--- src/common/tmr_pkg.sv ---
package tmr_pkg;

    localparam int DATA_W = 8;
    localparam int BUS_W = 32;
    localparam int ADDR_W = 4;

    // Byte addresses of the register words
    localparam logic [ADDR_W-1:0] MODE_ADDR = 4'h0;
    localparam logic [ADDR_W-1:0] PERIOD_ADDR = 4'h4;
    localparam logic [ADDR_W-1:0] DUTY_ADDR = 4'h8;
    localparam logic [ADDR_W-1:0] STATUS_ADDR = 4'hC;

    localparam logic [DATA_W-1:0] MODE_RESET = 8'h00;
    localparam logic [DATA_W-1:0] PERIOD_RESET = 8'h00;
    localparam logic [DATA_W-1:0] DUTY_RESET = 8'h00;
    localparam logic [DATA_W-1:0] COUNT_ZERO = 8'h00;
    localparam logic [DATA_W-1:0] COUNT_ONE = 8'h01;

    // Count clocks a duty write must age before it may be committed
    localparam logic [1:0] DUTY_SETTLE = 2'h3;

    // Operating modes held in the mode field
    localparam logic [1:0] MODE_INTERVAL = 2'h0;
    localparam logic [1:0] MODE_PWM = 2'h2;

    // Prescaler exponents per count clock select code
    localparam logic [3:0] EXP_SEL0 = 4'h0;
    localparam logic [3:0] EXP_SEL1 = 4'h2;
    localparam logic [3:0] EXP_SEL2 = 4'h4;
    localparam logic [3:0] EXP_SEL3 = 4'h6;
    localparam logic [3:0] EXP_SEL4 = 4'hC;
    localparam logic [3:0] EXP_SEL5 = 4'h6;
    localparam logic [3:0] EXP_SEL6 = 4'hF;
    localparam logic [3:0] EXP_SEL7 = 4'h0;
    localparam int PRESCALE_W = 15;

    // Mode register layout, bit 7 down to bit 0
    typedef struct packed {
        logic count_run_enable;
        logic [2:0] count_clock_select;
        logic [1:0] op_mode;
        logic idle_level_select;
        logic pin_drive_enable;
    } timer_mode_reg_t;

    // Status word layout, low byte the live counter
    typedef struct packed {
        logic duty_pending;
        logic duty_selected;
        logic out_phase;
        logic pin_level;
        logic [DATA_W-1:0] count;
    } timer_status_t;

endpackage

--- src/rtl/count_clock_prescaler.sv ---
`timescale 1ns/10ps
module count_clock_prescaler #(
    parameter logic [3:0] EXP_SLOW = tmr_pkg::EXP_SEL6
) (
    input wire logic sys_clk,
    input wire logic rst_n,
    input wire logic clk_en,
    input wire logic [2:0] count_clock_select,
    output logic count_tick
);
    logic [tmr_pkg::PRESCALE_W-1:0] div;
    logic [tmr_pkg::PRESCALE_W-1:0] mask;
    logic [3:0] exp_sel;

    // Free running so a start waits at most one count clock
    always_ff @(posedge sys_clk or negedge rst_n) begin
        if (!rst_n) begin
            div <= '0;
        end else if (clk_en) begin
            div <= div + 1'b1;
        end
    end

    always_comb begin
        case (count_clock_select)
            3'h0: exp_sel = tmr_pkg::EXP_SEL0;
            3'h1: exp_sel = tmr_pkg::EXP_SEL1;
            3'h2: exp_sel = tmr_pkg::EXP_SEL2;
            3'h3: exp_sel = tmr_pkg::EXP_SEL3;
            3'h4: exp_sel = tmr_pkg::EXP_SEL4;
            3'h5: exp_sel = tmr_pkg::EXP_SEL5;
            3'h6: exp_sel = EXP_SLOW;
            default: exp_sel = tmr_pkg::EXP_SEL7;
        endcase
        mask = tmr_pkg::PRESCALE_W'((16'h0001 << exp_sel) - 16'h0001);
    end

    assign count_tick = clk_en && ((div & mask) == '0);
endmodule

--- src/rtl/interval_pwm_timer.sv ---
// The Avalon-MM slave port and the register addresses were decided locally.
`timescale 1ns/10ps
// Notes on behaviour
// Interval: period match raises interrupt, clears counter
// Interval mode never matches the duty register
// Output enable bit gives 50% square wave
// Interrupt spacing is period value plus one
// Counting starts within one count clock
// Interval match clears, toggles output, interrupts
// Stop returns interrupt and output to default
// Software never writes period while PWM runs
// PWM period match: clear, interrupt, active, duty next
// PWM duty match: inactive, period next, no clear
// PWM period N+1, active width M+1
// Duty write latched, committed at old match
// Duty match within three clocks skips commit
// Software rewrites duty on every PWM restart
// Software keeps duty below period
// PWM start masks first count clock, inactive
// PWM stop forces inactive output, default interrupt
// Run bit low holds counter at zero
// Level bit picks default output level
// Mode field changes only while stopped
module interval_pwm_timer #(
    parameter logic [3:0] SLOW_CLOCK_EXP = tmr_pkg::EXP_SEL6
) (
    input wire logic sys_clk,
    input wire logic rst_n,
    input wire logic clk_en,
    input wire logic [tmr_pkg::ADDR_W-1:0] avs_address,
    input wire logic avs_read,
    input wire logic avs_write,
    input wire logic [tmr_pkg::BUS_W-1:0] avs_writedata,
    input wire logic [3:0] avs_byteenable,
    output logic [tmr_pkg::BUS_W-1:0] avs_readdata,
    output logic avs_waitrequest,
    output logic compare_match_irq,
    output logic timer_output_pin
);
    typedef enum logic [1:0] {
        BUS_IDLE = 2'b01,
        BUS_ACK = 2'b10
    } bus_state_t;

    logic rst_meta;
    logic rst_sync_n;
    bus_state_t bus_state;
    logic bus_req;
    logic bus_take;
    logic wr_take;
    tmr_pkg::timer_mode_reg_t timer_mode_reg;
    logic [tmr_pkg::DATA_W-1:0] period_compare;
    logic [tmr_pkg::DATA_W-1:0] duty_compare;
    logic [tmr_pkg::DATA_W-1:0] duty_active;
    logic [tmr_pkg::DATA_W-1:0] count;
    logic [tmr_pkg::DATA_W-1:0] next_count;
    logic [tmr_pkg::DATA_W-1:0] target;
    logic [1:0] duty_age;
    logic duty_pending;
    logic duty_selected;
    logic out_phase;
    logic first_masked;
    logic count_tick;
    logic running;
    logic pwm_mode;
    logic advance;
    logic hit;
    logic period_hit;
    logic duty_hit;
    logic commit_duty;
    logic duty_write;
    tmr_pkg::timer_status_t status;

    // Reset released through two flops
    always_ff @(posedge sys_clk or negedge rst_n) begin
        if (!rst_n) begin
            rst_meta <= 1'b0;
            rst_sync_n <= 1'b0;
        end else begin
            rst_meta <= 1'b1;
            rst_sync_n <= rst_meta;
        end
    end

    // One wait state so read data come from a flop
    assign bus_req = avs_read || avs_write;
    // A frozen bus keeps waiting so no transfer completes unseen
    assign avs_waitrequest = bus_req && (bus_state != BUS_ACK || !clk_en);
    assign bus_take = bus_req && (bus_state == BUS_ACK) && clk_en;
    assign wr_take = bus_take && avs_write && avs_byteenable[0];

    always_ff @(posedge sys_clk or negedge rst_sync_n) begin
        if (!rst_sync_n) begin
            bus_state <= BUS_IDLE;
        end else if (clk_en) begin
            case (bus_state)
                BUS_IDLE: begin
                    if (bus_req) begin
                        bus_state <= BUS_ACK;
                    end
                end
                BUS_ACK: bus_state <= BUS_IDLE;
                default: bus_state <= BUS_IDLE;
            endcase
        end
    end

    assign status = '{duty_pending: duty_pending, duty_selected: duty_selected,
                      out_phase: out_phase, pin_level: timer_output_pin, count: count};

    always_ff @(posedge sys_clk or negedge rst_sync_n) begin
        if (!rst_sync_n) begin
            avs_readdata <= '0;
        end else if (clk_en && avs_read && bus_state == BUS_IDLE) begin
            case (avs_address)
                tmr_pkg::MODE_ADDR: avs_readdata <= tmr_pkg::BUS_W'(timer_mode_reg);
                tmr_pkg::PERIOD_ADDR: avs_readdata <= tmr_pkg::BUS_W'(period_compare);
                tmr_pkg::DUTY_ADDR: avs_readdata <= tmr_pkg::BUS_W'(duty_compare);
                tmr_pkg::STATUS_ADDR: avs_readdata <= tmr_pkg::BUS_W'(status);
                default: avs_readdata <= '0;
            endcase
        end
    end

    // Only the run bit moves while running; other fields refresh only
    always_ff @(posedge sys_clk or negedge rst_sync_n) begin
        if (!rst_sync_n) begin
            timer_mode_reg <= tmr_pkg::MODE_RESET;
        end else if (wr_take && avs_address == tmr_pkg::MODE_ADDR) begin
            if (timer_mode_reg.count_run_enable) begin
                timer_mode_reg.count_run_enable <= avs_writedata[7];
            end else begin
                timer_mode_reg <= tmr_pkg::timer_mode_reg_t'(avs_writedata[7:0]);
            end
        end
    end

    // No hardware guard here: keeping it still in PWM is software's job
    always_ff @(posedge sys_clk or negedge rst_sync_n) begin
        if (!rst_sync_n) begin
            period_compare <= tmr_pkg::PERIOD_RESET;
        end else if (wr_take && avs_address == tmr_pkg::PERIOD_ADDR) begin
            period_compare <= avs_writedata[7:0];
        end
    end

    assign duty_write = wr_take && avs_address == tmr_pkg::DUTY_ADDR;

    // Bus side holding latch for the duty value
    always_ff @(posedge sys_clk or negedge rst_sync_n) begin
        if (!rst_sync_n) begin
            duty_compare <= tmr_pkg::DUTY_RESET;
        end else if (duty_write) begin
            duty_compare <= avs_writedata[7:0];
        end
    end

    count_clock_prescaler #(
        .EXP_SLOW(SLOW_CLOCK_EXP)
    ) u_prescaler (
        .sys_clk(sys_clk),
        .rst_n(rst_sync_n),
        .clk_en(clk_en),
        .count_clock_select(timer_mode_reg.count_clock_select),
        .count_tick(count_tick)
    );

    assign running = timer_mode_reg.count_run_enable;
    assign pwm_mode = timer_mode_reg.op_mode == tmr_pkg::MODE_PWM;
    assign advance = running && count_tick && !(pwm_mode && first_masked);

    // Interval mode compares only against the period
    assign target = (pwm_mode && duty_selected) ? duty_active : period_compare;
    assign hit = count == target;
    assign period_hit = advance && hit && !(pwm_mode && duty_selected);
    assign duty_hit = advance && hit && pwm_mode && duty_selected;
    assign commit_duty = duty_hit && duty_pending && duty_age == tmr_pkg::DUTY_SETTLE;

    always_comb begin
        if (period_hit) begin
            next_count = tmr_pkg::COUNT_ZERO;
        end else begin
            next_count = count + tmr_pkg::COUNT_ONE;
        end
    end

    always_ff @(posedge sys_clk or negedge rst_sync_n) begin
        if (!rst_sync_n) begin
            count <= tmr_pkg::COUNT_ZERO;
        end else if (clk_en) begin
            if (!running) begin
                count <= tmr_pkg::COUNT_ZERO;
            end else if (advance) begin
                count <= next_count;
            end
        end
    end

    // First tick of a PWM run is swallowed
    always_ff @(posedge sys_clk or negedge rst_sync_n) begin
        if (!rst_sync_n) begin
            first_masked <= 1'b1;
        end else if (clk_en) begin
            if (!running) begin
                first_masked <= 1'b1;
            end else if (count_tick) begin
                first_masked <= 1'b0;
            end
        end
    end

    // Which compare register is live in PWM
    always_ff @(posedge sys_clk or negedge rst_sync_n) begin
        if (!rst_sync_n) begin
            duty_selected <= 1'b0;
        end else if (clk_en) begin
            if (!running) begin
                duty_selected <= 1'b0;
            end else if (period_hit && pwm_mode) begin
                duty_selected <= 1'b1;
            end else if (duty_hit) begin
                duty_selected <= 1'b0;
            end
        end
    end

    // Age of an uncommitted write, in count clocks, saturating
    always_ff @(posedge sys_clk or negedge rst_sync_n) begin
        if (!rst_sync_n) begin
            duty_pending <= 1'b0;
            duty_age <= 2'h0;
        end else if (clk_en) begin
            if (!running) begin
                duty_pending <= 1'b0;
                duty_age <= 2'h0;
            end else if (duty_write) begin
                duty_pending <= 1'b1;
                duty_age <= 2'h0;
            end else begin
                if (commit_duty) begin
                    duty_pending <= 1'b0;
                end
                if (count_tick && duty_age != tmr_pkg::DUTY_SETTLE) begin
                    duty_age <= duty_age + 2'h1;
                end
            end
        end
    end

    // Stopped timer tracks the latch; software rewrites before restart
    always_ff @(posedge sys_clk or negedge rst_sync_n) begin
        if (!rst_sync_n) begin
            duty_active <= tmr_pkg::DUTY_RESET;
        end else if (clk_en) begin
            if (!running) begin
                duty_active <= duty_compare;
            end else if (commit_duty) begin
                duty_active <= duty_compare;
            end
        end
    end

    // Phase 1 means away from the default level
    always_ff @(posedge sys_clk or negedge rst_sync_n) begin
        if (!rst_sync_n) begin
            out_phase <= 1'b0;
        end else if (clk_en) begin
            if (!running) begin
                out_phase <= 1'b0;
            end else if (pwm_mode) begin
                if (period_hit) begin
                    out_phase <= 1'b1;
                end else if (duty_hit) begin
                    out_phase <= 1'b0;
                end
            end else if (period_hit) begin
                out_phase <= !out_phase;
            end
        end
    end

    // Pin flop; a disabled output sits at the default level
    always_ff @(posedge sys_clk or negedge rst_sync_n) begin
        if (!rst_sync_n) begin
            timer_output_pin <= 1'b0;
        end else if (clk_en) begin
            timer_output_pin <= timer_mode_reg.idle_level_select ^
                (out_phase && timer_mode_reg.pin_drive_enable);
        end
    end

    // One pulse per period match, one clk_en cycle long
    always_ff @(posedge sys_clk or negedge rst_sync_n) begin
        if (!rst_sync_n) begin
            compare_match_irq <= 1'b0;
        end else if (clk_en) begin
            compare_match_irq <= period_hit && running;
        end
    end
endmodule

--- config.mk ---
export PLATFORM = sky130hd
export DESIGN_NAME = interval_pwm_timer
export DESIGN_NICKNAME = d
export VERILOG_FILES = /design/src/common/tmr_pkg.sv /design/src/rtl/count_clock_prescaler.sv /design/src/rtl/interval_pwm_timer.sv
export SDC_FILE = /design/constraint.sdc
export NUM_CORES = 1
export LEC_CHECK = 0
export BUFFER_PORTS_ARGS = -buffer_cell sky130_fd_sc_hd__buf_2
export CAP_MARGIN = 15
export CORE_MARGIN = 4
export CORE_UTILIZATION = 60
export DETAILED_ROUTE_END_ITERATION = 10
export GPL_TIMING_DRIVEN = 0
export HOLD_SLACK_MARGIN = 0.06
export PLACE_DENSITY = 0.95
export SETUP_SLACK_MARGIN = 0.02
export SYNTH_ARGS = -nofsm -noshare
export SYNTH_HDL_FRONTEND = slang
export SYNTH_SLANG_ARGS = --single-unit
--- constraint.sdc ---
create_clock -name sys_clk -period 3.46 [get_ports sys_clk]
set_input_delay 0.692 -clock sys_clk [delete_from_list [all_inputs] [get_ports sys_clk]]
set_output_delay 0.692 -clock sys_clk [all_outputs]
set_load 0.02 [all_outputs]
==> results by group <==
Clock tree
  – Clock buffer depth: 2
  – Clock transition at path regs: 80 ps
  – Quantity of hold-fixing buffers added after cts: 0
  – CTS root buf: clkbuf_8
  – CTS tree: built
  – H-tree depth: 3
  – Cts bufs inserted: 9
  – Post-cts resize count: 0
  – CTS sink cnt: 79
  – Post-CTS Setup Bufs: 0
  – Clock Latency Late Sink: 350 ps

STA
  – Unrepaired setup endpoints after global routing: false
  – Final setup vio count: 0
  – Pins Over Slew Limit: 0
  – Post-layout min period: 3210 ps
  – Setup TNS: 0 ps
  – Final hold viol count: 0
  – Clock skew: 12.9 ps
  – Final Cycle Share: 92.8%
  – Max Clk Rate: 311 MHz
  – Slew HR: 41.0%
  – Slew @ Worst Pin: 878 ps

Yosys
  – Post-synth top area cell: dfrtp_1
  – Mapped Area: 0.00432 mm^2
  – Seq/Total Area, Yosys: 45.8%
  – Area contributors post-synth: dfrtp_1 (45%), mux2_2 (6.5%), nand2_1 (4.8%)
  – Register bit count reported by yosys: 79
  – Synth cell types: 65
  – Mapped Cells: 431
  – Ys flop type: dfrtp_1
  – Synthesis warning total: 0
  – Number of flops mapped to enable cells by yosys: 0
  – Synth top area share: 44.6%
  – Avg Cell Area, Syn: 10.0 um^2
  – Async S/R FF share, synth: 100%

Layout
  – Area Growth Syn to Fin: 13.5%
  – Max FFs per register: 15
  – Post-layout util: 71.0%
  – N_diodes: 0
  – Largest regs: u_prescaler.div x15, avs_readdata x12
  – Nets: 543
  – Fill count: 478
  – Largest Register: u_prescaler.div
  – Layout cells sized above 1: 25.7%

Placement
  – Routability Congestion: 0.917
  – DP Wirelength: 7700 um
  – Number of port buffers: 31

Critical path
  – Max stage delay on crit path: 430 ps
  – Buffers and inverters on the worst path: 1
  – Worst EP arrival: 3450 ps
  – Setup crit start kind: register
  – CP Capture Type: register
  – Largest delay share family, worst path: compound AO/OA/AOI/OAI gates
  – Worst EP required: 3700 ps
  – CP Cell Sequence: buf_6 -> and2_1 -> a21oi_1 -> ha_1 -> nor2b_1 -> a2111o_1 -> a22oi_2 -> nand4_4 -> nor3_4 -> a31oi_4 -> mux2_4
  – Worst setup path start: timer_mode_reg[5]$_DFFE_PN0P_
  – Critical Path Fanout Max: 10
  – Crit path kind: register to register
  – Critical path's slowest cell: a2111o_1
  – Worst R2R Start: timer_mode_reg[5]$_DFFE_PN0P_

Global route
  – Largest net degree at the start of global routing: 65
  – Remaining global-route overflow: 0
  – Global-route wire length before repair: 17,400 um
  – Initial antenna violation count: 0
  – Tot GR Track Use: 25.6%
  – Number of global-route vias before repair: 3,584

Die
  – Num rows: 30
  – Die Height: 92.8 um
  – Die width: 92.8 um
  – Initial Util: 62.5%
  – Die ar.: 0.00862 mm^2
  – CORE AREA: 0.00691 mm^2
  – # IOs: 80

Route
  – Final wirelength: 10,500 um
  – Routed Antenna Nets: 0
  – 1st-iter DRT viols: 331
  – 1st-pass router iterations: 5
  – # DRC: 0
  – Drt via density: 6.07
  – DR vias: 3,612
  – Wire per inst: 17.6 um

Pwr
  – Peak supply drop: 308 uV
  – Leak: 0.00236 uW
  – Cell area power density: 434 mW/mm^2

Hold path
  – HP Class: input port to asynchronous set/reset pin

Status
  – Status: finished clean

Flow run
  – Max-Cap Viols: 0
[final cells by class]
| type | instances | area [um^2] | area share (%) |
|---|---|---|---|
| buffer | 38 | 258 | 5.26 |
| clock buffer | 13 | 159 | 3.24 |
| clock inverter | 3 | 42.5 | 0.868 |
| inverter | 13 | 48.8 | 0.996 |
| multi-input combinational | 321 | 2110 | 43.0 |
| sequential | 79 | 1980 | 40.5 |
| tap | 96 | 120 | 2.45 |
| timing repair buffer | 32 | 183 | 3.73 |
[cells in the final DEF (no fill, tap or decap), types with 14 or more instances in the layout]
| cell | Yosys | routed |
|---|---|---|
| nand3_1 | 14 | 14 |
| buf_2 | 2 | 33 |
| mux2_2 | 25 | 25 |
| buf_4 | 21 | 21 |
| o21ai_0 | 27 | 27 |
| dfrtp_1 | 77 | 76 |
| a21oi_1 | 15 | 15 |
| conb_1 | 2 | 22 |
| nor2_1 | 39 | 39 |
| nand2_1 | 55 | 55 |
[Yosys cell counts (all sizes together), types with 2 or more instances]
| master | n |
|---|---|
| dfstp | 2 |
| o21ai | 27 |
| a22oi | 4 |
| a221oi | 9 |
| nor4 | 4 |
| ha | 4 |
| a22o | 2 |
| nor2b | 3 |
| a31o | 2 |
| clkbuf | 11 |
| mux2 | 33 |
| a221o | 2 |
| xor2 | 8 |
| nand4 | 8 |
| o221ai | 2 |
| mux2i | 5 |
| nand4b | 2 |
| and2b | 4 |
| nand2 | 55 |
| nor2 | 39 |
| dfrtp | 77 |
| nor3 | 7 |
| nand3 | 14 |
| a31oi | 5 |
| nand2b | 4 |
| inv | 13 |
| conb | 2 |
| buf | 27 |
| nand3b | 4 |
| and3 | 7 |
| a21oi | 15 |
| xnor2 | 12 |
[cells by family (layout without fill, tap and decap cells)]
kind of cell | Yosys count | count (layout) | synth area share [%]
AOI/OAI and AO/OA | 81 | 81 | 13.0
xor gates and xnor gates | 20 | 20 | 4.06
adders and majority gates | 4 | 4 | 1.16
buffers and inverters | 51 | 99 | 7.10
DFF | 79 | 79 | 45.8
muxes | 38 | 38 | 10.5
other | 2 | 22 | 0.174
and+or+nand+nor | 156 | 156 | 18.2
[per-layer routing]
layer	part of all wire (%)	wire, um	global-route usage, %
met5	0	0	0
met4	5.4	570	15.3
met3	7.3	761	5.85
met2	50	5240	43.1
met1	37	3900	29.8
[per-stage QoR]
stage	setup WS [ps]	hold WS (ps)	cells	cell area, um^2	total power, uW
after global placement	389	335	578	4670	1400
final	249	105	595	4900	2130
after CTS	270	92.5	595	4900	2130
after detailed placement	286	184	579	4700	1430
after floorplan	609	331	451	4390	1330
after global routing	71.7	89.0	595	4900	2210
[final timing paths]
path / slack (ps) / cells past startpoint / to
hold / removal: 100 / 1 / rst_sync_n$_DFF_PN0_
hold reg to reg: 180 / 0 / u_prescaler.div[5]$_DFFE_PN0P_
min in group sys_clk: 360 / 0 / rst_sync_n$_DFF_PN0_
setup / recovery: 250 / 11 / duty_active[2]$_DFFE_PN0P_
setup reg to reg: 250 / 11 / duty_active[2]$_DFFE_PN0P_
max in group asynchronous: 2670 / 1 / first_masked$_DFFE_PN1P_
[where the power goes]
part	total [uW]	leakage [uW]	switching, uW	internal (uW)
Combinational	352	0.00118	207	145
Clock	701	0.0000996	329	372
Sequential	1070	0.00107	81.0	992
[worst reg2reg max path, delay by kind of cell, from the launching register on]
kind                       cells  cell delay [ps]
AOI/OAI and AO/OA              4             1040
buffers and inverters          1              150
DFF                            1              400
and+or+nand+nor                4              800
adders and majority gates      1              320
muxes                          1              390
Note: power is estimated with default switching activity, not from simulation.
